$ cat config.mk
export PLATFORM = sky130hd
export DESIGN_NAME = acs_exec_unit
export DESIGN_NICKNAME = d
export VERILOG_FILES = /design/src/acs_pkg.sv /design/src/acs_exec_unit.sv /design/src/acs_nibble_adder.sv
export SDC_FILE = /design/constraint.sdc
export NUM_CORES = 1
export LEC_CHECK = 0
export ABC_AREA = 1
export BUFFER_PORTS_ARGS = -buffer_cell sky130_fd_sc_hd__buf_4
export CORE_MARGIN = 2
export CORE_UTILIZATION = 35
export CTS_CLUSTER_SIZE = 30
export DETAILED_ROUTE_END_ITERATION = 8
export GPL_TIMING_DRIVEN = 1
export PLACE_DENSITY_LB_ADDON = 0.15
export SETUP_SLACK_MARGIN = 0.15
export SYNTH_ARGS = -nofsm -noshare
export SYNTH_HDL_FRONTEND = slang
export SYNTH_SLANG_ARGS = --single-unit
$ cat constraint.sdc
create_clock -name sys_clk -period 2.6 [get_ports sys_clk]
set_input_delay 0.39 -clock sys_clk [delete_from_list [all_inputs] [get_ports sys_clk]]
set_output_delay 0.39 -clock sys_clk [all_outputs]
set_load 0.05 [all_outputs]
$ cat src/acs_pkg.sv
// Constants and types shared by the accumulator add / converter start unit
package acs_pkg;

    localparam int unsigned NIB_W = 4;
    localparam int unsigned PTR_W = 8;
    localparam int unsigned IRQ_W = 3;

    // APB byte addresses
    localparam logic [7:0] ADDR_ACC        = 8'h00;
    localparam logic [7:0] ADDR_FLAGS      = 8'h04;
    localparam logic [7:0] ADDR_CONV_CTRL  = 8'h08;
    localparam logic [7:0] ADDR_POINTER    = 8'h0c;
    localparam logic [7:0] ADDR_IRQ_STATUS = 8'h10;
    localparam logic [7:0] ADDR_IRQ_CLEAR  = 8'h14;
    localparam logic [7:0] ADDR_IRQ_ENABLE = 8'h18;

    // Field positions
    localparam int unsigned FLAGS_CARRY_BIT = 0;
    localparam int unsigned FLAGS_DONE_BIT  = 1;
    localparam int unsigned CONV_MODE_BIT   = 3;
    localparam int unsigned IRQ_DONE_BIT    = 0;
    localparam int unsigned IRQ_OVF_BIT     = 1;
    localparam int unsigned IRQ_START_BIT   = 2;

    // Reset values
    localparam logic [NIB_W-1:0] ACC_RESET       = 4'h0;
    localparam logic [NIB_W-1:0] CONV_CTRL_RESET = 4'h0;
    localparam logic [PTR_W-1:0] POINTER_RESET   = 8'h00;
    localparam logic [IRQ_W-1:0] IRQ_EN_RESET    = 3'h0;
    localparam logic             CARRY_RESET     = 1'b0;
    localparam logic             DONE_RESET      = 1'b0;

    typedef enum logic [2:0] {
        ACS_OP_ADD_IMM,
        ACS_OP_ADD_MEM,
        ACS_OP_ADD_MEM_CARRY,
        ACS_OP_CONV_START,
        ACS_OP_SKIP_ON_DONE
    } acs_op_t;

endpackage

$ cat src/acs_exec_unit.sv
// Execution of the accumulator add and converter start instructions
//
// Operation
// - add_immediate_op adds a 0..15 immediate to the accumulator, stores it, and skips the next instruction unless it overflowed.
// - add_immediate_op never changes carry_flag, overflow or not.
// - add_memory_op adds the nibble at nibble_pointer into the accumulator, keeps carry_flag, never skips.
// - add_memory_carry_op adds accumulator, memory nibble and carry_flag, stores the sum and loads carry_flag with the carry out.
// - converter_start_op clears conversion_done_flag and, with the mode bit at zero, starts an A/D conversion.
// - with the mode bit at one, converter_start_op starts a comparator operation instead, still clearing the flag.
// - the mode bit is bit three of converter_control_reg and is read when the start executes.
// - skip_on_conversion_done_op skips when conversion_done_flag is set and converter_irq_enable_bit is zero, then clears the flag.
module acs_exec_unit
    import acs_pkg::*;
(
    input  wire logic             sys_clk,
    input  wire logic             rst,
    // APB slave
    input  wire logic             psel,
    input  wire logic             penable,
    input  wire logic             pwrite,
    input  wire logic [7:0]       paddr,
    input  wire logic [31:0]      pwdata,
    output logic      [31:0]      prdata,
    output logic                  pready,
    output logic                  pslverr,
    // Instruction from the decoder
    input  wire logic             op_valid,
    input  wire acs_op_t          op_code,
    input  wire logic [NIB_W-1:0] op_imm,
    // Data memory read port
    output logic      [PTR_W-1:0] mem_addr,
    input  wire logic [NIB_W-1:0] mem_nibble,
    // Converter side
    input  wire logic             conv_complete,
    output logic                  adc_start,
    output logic                  cmp_start,
    // Results
    output logic      [NIB_W-1:0] acc,
    output logic                  carry_flag,
    output logic                  conversion_done_flag,
    output logic                  skip_next,
    output logic                  op_done,
    output logic                  irq
);

    typedef struct packed {
        logic [NIB_W-1:0] acc;
        logic             carry_flag;
        logic             done_flag;
        logic [NIB_W-1:0] conv_ctrl;
        logic [PTR_W-1:0] pointer;
        logic [IRQ_W-1:0] irq_status;
        logic [IRQ_W-1:0] irq_enable;
        logic [31:0]      prdata;
        logic             pslverr;
        logic             skip_next;
        logic             adc_start;
        logic             cmp_start;
        logic             op_done;
    } acs_state_t;

    localparam acs_state_t STATE_RESET = '{
        acc:        ACC_RESET,
        carry_flag: CARRY_RESET,
        done_flag:  DONE_RESET,
        conv_ctrl:  CONV_CTRL_RESET,
        pointer:    POINTER_RESET,
        irq_status: '0,
        irq_enable: IRQ_EN_RESET,
        prdata:     '0,
        pslverr:    1'b0,
        skip_next:  1'b0,
        adc_start:  1'b0,
        cmp_start:  1'b0,
        op_done:    1'b0
    };

    acs_state_t state;
    acs_state_t next_state;

    logic [NIB_W-1:0] add_b;
    logic             add_cin;
    logic [NIB_W-1:0] add_sum;
    logic             add_cout;

    logic             setup_phase;
    logic             access_wr;
    logic             addr_hit;
    logic [31:0]      rd_value;
    logic [IRQ_W-1:0] irq_events;
    logic [IRQ_W-1:0] irq_clear;
    logic             do_imm;
    logic             do_start;
    logic             skip_ok;
    logic             wr_acc;
    logic             wr_flags;
    logic             wr_ctrl;
    logic             wr_ptr;
    logic             wr_enable;
    logic [IRQ_W-1:0] status_next;
    logic [IRQ_W-1:0] irq_pending;

    // Operand selection; one shared adder serves all three add forms
    always_comb begin
        add_b   = mem_nibble;
        add_cin = 1'b0;
        if (op_code == ACS_OP_ADD_IMM) begin
            add_b = op_imm;
        end
        if (op_code == ACS_OP_ADD_MEM_CARRY) begin
            add_cin = state.carry_flag;
        end
    end

    acs_nibble_adder u_adder (
        .a    (state.acc),
        .b    (add_b),
        .cin  (add_cin),
        .sum  (add_sum),
        .cout (add_cout)
    );

    // Read mux; a read is decoded in the setup cycle so prdata is a flop
    always_comb begin
        rd_value = '0;
        addr_hit = 1'b1;
        case (paddr)
            ADDR_ACC: begin
                rd_value[NIB_W-1:0] = state.acc;
            end
            ADDR_FLAGS: begin
                rd_value[FLAGS_CARRY_BIT] = state.carry_flag;
                rd_value[FLAGS_DONE_BIT]  = state.done_flag;
            end
            ADDR_CONV_CTRL: begin
                rd_value[NIB_W-1:0] = state.conv_ctrl;
            end
            ADDR_POINTER: begin
                rd_value[PTR_W-1:0] = state.pointer;
            end
            ADDR_IRQ_STATUS: begin
                rd_value[IRQ_W-1:0] = state.irq_status;
            end
            ADDR_IRQ_CLEAR: begin
                rd_value = '0;
            end
            ADDR_IRQ_ENABLE: begin
                rd_value[IRQ_W-1:0] = state.irq_enable;
            end
            default: begin
                addr_hit = 1'b0;
            end
        endcase
    end

    always_comb begin
        setup_phase = psel && !penable;
        access_wr   = psel && penable && pwrite && addr_hit;
        irq_clear   = '0;
        if (access_wr && paddr == ADDR_IRQ_CLEAR) begin
            irq_clear = pwdata[IRQ_W-1:0];
        end
    end

    // Write strobes; the status word has none, so writes to it drop
    always_comb begin
        wr_acc    = access_wr && paddr == ADDR_ACC;
        wr_flags  = access_wr && paddr == ADDR_FLAGS;
        wr_ctrl   = access_wr && paddr == ADDR_CONV_CTRL;
        wr_ptr    = access_wr && paddr == ADDR_POINTER;
        wr_enable = access_wr && paddr == ADDR_IRQ_ENABLE;
    end

    // Instruction strobes used by the event and skip logic
    always_comb begin
        do_imm   = op_valid && op_code == ACS_OP_ADD_IMM;
        do_start = op_valid && op_code == ACS_OP_CONV_START;
        // A set enable bit hands the flag to the interrupt path instead
        skip_ok  = op_valid && op_code == ACS_OP_SKIP_ON_DONE &&
                   !state.irq_enable[IRQ_DONE_BIT] && state.done_flag;
    end

    // Events that set the sticky status bits
    always_comb begin
        irq_events                = '0;
        irq_events[IRQ_DONE_BIT]  = conv_complete;
        irq_events[IRQ_OVF_BIT]   = do_imm && add_cout;
        irq_events[IRQ_START_BIT] = do_start;
    end

    // One sticky cell per status bit; an event beats a clear in one cycle
    for (genvar gi = 0; gi < IRQ_W; gi++) begin : g_status
        assign status_next[gi] = irq_events[gi] |
                                 (state.irq_status[gi] & ~irq_clear[gi]);
        assign irq_pending[gi] = state.irq_status[gi] &
                                 state.irq_enable[gi];
    end : g_status

    // Next-state logic
    always_comb begin
        next_state = state;

        next_state.skip_next = 1'b0;
        next_state.adc_start = 1'b0;
        next_state.cmp_start = 1'b0;
        next_state.op_done   = 1'b0;

        if (setup_phase) begin
            next_state.prdata  = pwrite ? 32'h0000_0000 : rd_value;
            next_state.pslverr = !addr_hit;
        end

        // Software writes come first so that an instruction in the
        // same cycle overrides them; the core owns acc and carry.
        if (wr_acc) begin
            next_state.acc = pwdata[NIB_W-1:0];
        end
        if (wr_flags) begin
            next_state.carry_flag = pwdata[FLAGS_CARRY_BIT];
        end
        if (wr_ctrl) begin
            next_state.conv_ctrl = pwdata[NIB_W-1:0];
        end
        if (wr_ptr) begin
            next_state.pointer = pwdata[PTR_W-1:0];
        end
        if (wr_enable) begin
            next_state.irq_enable = pwdata[IRQ_W-1:0];
        end

        if (op_valid) begin
            next_state.op_done = 1'b1;
            case (op_code)
                ACS_OP_ADD_IMM: begin
                    next_state.acc       = add_sum;
                    next_state.skip_next = !add_cout;
                    // Carry is left alone even on overflow
                    next_state.carry_flag = state.carry_flag;
                end
                ACS_OP_ADD_MEM: begin
                    next_state.acc        = add_sum;
                    next_state.carry_flag = state.carry_flag;
                end
                ACS_OP_ADD_MEM_CARRY: begin
                    next_state.acc        = add_sum;
                    next_state.carry_flag = add_cout;
                end
                ACS_OP_CONV_START: begin
                    next_state.done_flag = 1'b0;
                    // Mode bit sampled now, so a later rewrite of the
                    // control register cannot retarget this start
                    if (state.conv_ctrl[CONV_MODE_BIT]) begin
                        next_state.cmp_start = 1'b1;
                    end else begin
                        next_state.adc_start = 1'b1;
                    end
                end
                ACS_OP_SKIP_ON_DONE: begin
                    if (skip_ok) begin
                        next_state.skip_next = 1'b1;
                        next_state.done_flag = 1'b0;
                    end
                end
                default: begin
                    next_state.op_done = 1'b0;
                end
            endcase
        end

        // A completion in the clearing cycle must not be lost
        if (conv_complete) begin
            next_state.done_flag = 1'b1;
        end

        // Sticky status cells come from the per-bit loop
        next_state.irq_status = status_next;
    end

    always_ff @(posedge sys_clk or posedge rst) begin
        if (rst) begin
            state <= STATE_RESET;
        end else begin
            state <= next_state;
        end
    end

    // The access phase always completes in its first cycle
    assign pready               = psel && penable;
    assign prdata               = state.prdata;
    assign pslverr              = psel && penable && state.pslverr;
    assign mem_addr             = state.pointer;
    assign acc                  = state.acc;
    assign carry_flag           = state.carry_flag;
    assign conversion_done_flag = state.done_flag;
    assign skip_next            = state.skip_next;
    assign adc_start            = state.adc_start;
    assign cmp_start            = state.cmp_start;
    assign op_done              = state.op_done;
    assign irq                  = |irq_pending;

endmodule // acs_exec_unit

$ cat src/acs_nibble_adder.sv
// Four-bit adder with carry in and carry out
module acs_nibble_adder
    import acs_pkg::*;
(
    input  wire logic [NIB_W-1:0] a,
    input  wire logic [NIB_W-1:0] b,
    input  wire logic             cin,
    output logic      [NIB_W-1:0] sum,
    output logic                  cout
);

    logic [NIB_W:0] wide;

    always_comb begin
        wide = {1'b0, a} + {1'b0, b} + {{NIB_W{1'b0}}, cin};
        sum  = wide[NIB_W-1:0];
        cout = wide[NIB_W];
    end

endmodule // acs_nibble_adder

== Yosys cells after proc, flatten, opt, wreduce, memory -nomap -nowiden ==
Cells that the tools add are included.

* Flip-flop bits (word level): 61
* Output and inout bits: 53
* Bits of input ports: 58
* Word-level logic and storage cells: 92

* Eq/ne operators: 12
* Add/subtract/negate cells: 2
* Muxes and demuxes: 23
* Reduce and logical (&&, ||, !) cells: 30
* Bitwise operators: 12

{| class="wikitable"
|+ Operator list
! cell !! count
|-
| == test 8 x 5 -> 1 bit (second input constant) || 3
|-
| logical AND 1 bit || 17
|-
| == test 8 x 4 -> 1 bit (second input constant) || 2
|-
| two-way mux 4 bit || 4
|-
| case mux 2 bit (6 select lines) || 1
|-
| case mux 5 bit (2 select lines) || 1
|-
| two-way mux 1 bit || 9
|-
| == test 8 x 3 -> 1 bit (second input constant) || 1
|-
| zero test 8 bit || 1
|-
| two-way mux 8 bit || 1
|-
| OR reduction 7 bit || 1
|-
| bitwise AND 1 bit || 6
|-
| == test 3 x 2 -> 1 bit (second input constant) || 2
|-
| two-way mux 6 bit || 1
|-
| adder 4 x 4 -> 5 bit || 1
|-
| adder 5 x 1 -> 5 bit || 1
|-
| case mux 1 bit (5 select lines) || 1
|-
| OR reduction 5 bit || 1
|-
| zero test 1 bit || 4
|-
| case mux 1 bit (2 select lines) || 2
|-
| == test 3 x 1 -> 1 bit (second input constant) || 1
|-
| == test 3 bit (second input constant) || 1
|-
| zero test 3 bit || 1
|-
| two-way mux 3 bit || 1
|-
| 11 further kinds || 15
|}

== Depth between registers and ports, before layout ==
* Depth in word-level cells: 9
* Gate-level depth with buffers: 13

== Modules after synthesis ==
A second synthesis with hierarchy kept.

* Cell total of the unflattened synthesis: 330
* Area, all modules: 2504.9 µm²

{| class="wikitable"
|+ Modules (own cells, without submodules)
! module !! area an instance (µm²) !! cells each !! instances
|-
| acs_exec_unit || 2339.7 || 305 || 1
|-
| acs_nibble_adder || 165.2 || 25 || 1
|}

== Least setup slack after synthesis ==
No wires, ideal clock.

* Path type: input -> register
* From: input op_code[0]
* To: register state (netlist bit skip_next)
* Arrival time: 1905 ps
* Path buffers: 0
* Slack: 578 ps
* Library setup time: 118 ps
* Cell stages on the path: 12
* Cell sequence: nor2_1 > nand2_1 > inv_1 > nand2_1 > nand2_1 > fa_1 > inv_1 > fa_1 > o21ai_0 > a21oi_1 > a21oi_1 > nor2_1

{| class="wikitable"
|+ RTL lines
! what !! line !! text
|-
| start: declaration || acs_exec_unit.sv:28 || <nowiki>input wire acs_op_t op_code,</nowiki>
|-
| end signal: assignment || acs_exec_unit.sv:283 || <nowiki>state <= next_state;</nowiki>
|-
| end: declaration || acs_exec_unit.sv:78 || <nowiki>acs_state_t state;</nowiki>
|}

==> results by group <==
Critical path
  • Worst path cell trace: buf_4, nor2_1, nand2_1, inv_1, nand2_1, nand2_1, fa_1, inv_1, fa_1, o21ai_0, a21oi_1, a21oi_1, nor2_1
  • Max incr delay on CP: 390 ps
  • Most numerous cell on the critical path: nand2_1
  • Setup crit start kind: primary input
  • Crit-path leading delay family: adder cells
  • Crit path required time: 2780 ps
  • Crit path buffers/inverters: 3
  • Arr. time, crit path: 2200 ps
  • Cell at the slowest stage of the critical path: fa_1
  • Crit Path Class: primary input to register
  • Worst R2R Setup Slack: 670 ps
  • Critical path endpoint category: register
  • CP Max Fanout: 6

Synthesis
  • Largest family of logic cells by synthesized area: simple AND/OR/NAND/NOR gates
  • EDFF count, synth: 0
  • Most common cell in the netlist: nand2_1
  • Adder-cell share of the synthesized area: 0.03227
  • Seq cells post-synth: 37
  • Synthesized instance count: about 320
  • Mean Syn Cell Area: 7.418 um^2
  • Async SR Flop Fraction: 1.000
  • Largest area contributor in the netlist: dfrtp_1
  • XOR/XNOR Fraction of Synth Area: 0.003644
  • Main synth FF type: dfrtp_1
  • Top cell type's share of synthesized area: 0.3852
  • Simple-gate share of the synthesized area: 0.2410
  • Top post-synthesis cells by area: dfrtp_1 (39%), buf_4 (14%), nand2_1 (13%)
  • Synth unique cells: 30
  • Sequential area share after synthesis: 0.3852
  • Most common library cells after synthesis: nand2_1 (83), inv_1 (51), buf_4 (44)
  • Synth Area in Compound Gates: 0.1114
  • Synth warn: 0
  • Post-synthesis mux area share: 0
  • Syn Std Cell Area: 2404 um^2

Layout
  • Layout cells sized above 1: 0.2204
  • Layout area overhead: 16.97%
  • Fillers: 717
  • Fin cells: 452
  • NumNets Final: 435
  • Antenna Cells: 0

STA
  • Fmax: between 400 and 500 MHz
  • Endpoints failing hold: 0
  • Post-route clock period utilization: 0.7790
  • Tmin final: around 2000 ps
  • Unrepaired setup endpoints after global routing: false
  • Setup violators final: 0
  • Final TNS setup: 0 ps
  • Setup WS post-layout: 574.5 ps
  • Fin. max-slew vios: 0
  • Layout Skew: about 5.7 ps

GRT
  • Global-route wire length before repair: 8562 um
  • Total GRT Usage: 0.1471
  • Largest net degree at the start of global routing: 38
  • Grt ovf: 0
  • Initial antenna violation count: 0
  • Vias in the first global route: ~1900

Clock tree
  • CTS tree: yes
  • Num CTS Buffers: 5
  • Worst skew pair latency: slightly below 300 ps
  • Hold_buf cts: 0
  • Clock sinks: 37
  • H-tree Lvls: 2
  • Post-CTS setup repair buffer count: 0
  • Post-CTS sizing: 0
  • Reg clk slew, reported paths: 70 ps
  • Root Driver: clkbuf_8
  • CTS Buffer Depth: 2

Route
  • ANT nets after route: 0
  • Routed len/inst: 11.73 um
  • Final wirelength: around 5300 um
  • 1st-iter DRT viols: 97
  • Drt first pass iters: 4
  • Vias: 2017
  • Vias/cell: 4.462
  • Residual DRC count: 0

Placed design
  • DP HPWL: 4211 um
  • GP Congestion: 0.8178
  • Cell total after placement: 445
  • Post-Place Worst Slack: around 230 ps
  • I/O Buffers: 62

Die
  • Die width: 86.87 um
  • Initial Util: 0.3577
  • Die area: 7546 um^2
  • I/O Pins: ~110
  • Core Footprint: 6719 um^2
  • Row count: 30
  • Die height: 86.87 um

Hold path
  • Min-delay worst type: primary input to asynchronous set/reset pin

Power and ir drop
  • LEAKAGE: 1.596 nW
  • Pwr per Cell Area: approximately 590 nW/um^2
  • Worst IR drop on VDD: 312.4 uV
  • Pwr Total: 0.001664 W

Run
  • # Max-Cap Violations: 0

Outcome
  • Status: finished clean
metrics by stage:
step | area (um^2) | util | hold slack (ps)
floorplan | 2490 | - | 402.7
global placement | 2725 | 0.4056 | 413.9
detailed placement | 2725 | 0.4056 | 416.8
CTS | 2811 | 0.4184 | 230.1
global route | 2811 | 0.4184 | 285.3
finish | 2811 | 0.4184 | 213.7
cell type report:
cell class              count  area, um^2  area share
well taps                  80       100.1     0.03560
clock buffers               7       86.33     0.03071
flip-flops and latches     37       925.9      0.3293
multi-input cells         212        1023      0.3640
repair buffers             64       480.5      0.1709
inverters                  52       195.2     0.06943
final timing paths:
kind | startpoint | to | cells past startpoint
max | op_code[0] | skip_next$_DFF_PP0_ | 13
min | rst | prdata[2]$_DFFE_PP0P_ | 3
min in group sys_clk | conv_complete | state[40]$_DFF_PP0_ | 3
max in group asynchronous | rst | mem_addr[5]$_DFFE_PP0P_ | 3
min reg2reg | state[54]$_DFFE_PP0P_ | adc_start$_DFF_PP0_ | 1
max reg2reg | carry_flag$_DFFE_PP0P_ | skip_next$_DFF_PP0_ | 9
worst register-to-register path: cells and delay by family, from the launching register on:
kind / cells / cell delay, ps
AOI/OAI and AO/OA: 3 / 500
adders and majority gates: 2 / 610
and+or+nand+nor: 2 / 190
DFF: 1 / 420
buffers and inverters: 2 / 120
layout by cell type (no fill, tap or decap), drive strengths merged:
master / count
buf: 64
dfrtp: 37
nor2: 34
a31oi: 1
o21ai: 29
o31ai: 5
o22ai: 5
a32oi: 1
a21oi: 6
conb: 24
o221ai: 1
fa: 2
nor3: 3
xor2: 1
nor4: 1
inv: 52
ha: 3
nand2: 88
nand4: 1
nand3: 7
clkbuf: 7
cells by family after synthesis:
logic type | after synthesis
AO/OA/AOI/OAI | 48
XOR/XNOR | 1
adder cells (fa/ha/maj) | 5
buffers and inverters | 98
flip-flops | 37
other | 1
AND/OR/NAND/NOR | 134
power breakdown:
part           total, W  switching (W)  internal (W)
clock          0.000402       0.000192      0.000210
combinational  0.000580       0.000400      0.000179
sequential     0.000682      0.0000573      0.000625
per-layer routing:
| metal | vias up | GRT usage | routed length (um) |
|---|---|---|---|
| met2 | 64 | 0.2373 | 2429 |
| met3 | 8 | 0.03602 | 346 |
| met4 | 0 | 0.05540 | 95 |
| met5 | - | 0 | 0 |
| li1 | 1028 | - | - |
| met1 | 917 | 0.1909 | 2429 |
state kept, by name, indices dropped and copies added (netlist names):
name and count:
acc 4, adc_start 1, carry_flag 1, cmp_start 1, conversion_done_flag 1, mem_addr 8
op_done 1, prdata 8, skip_next 1, state 11
Power figures use the tool's default switching activity.
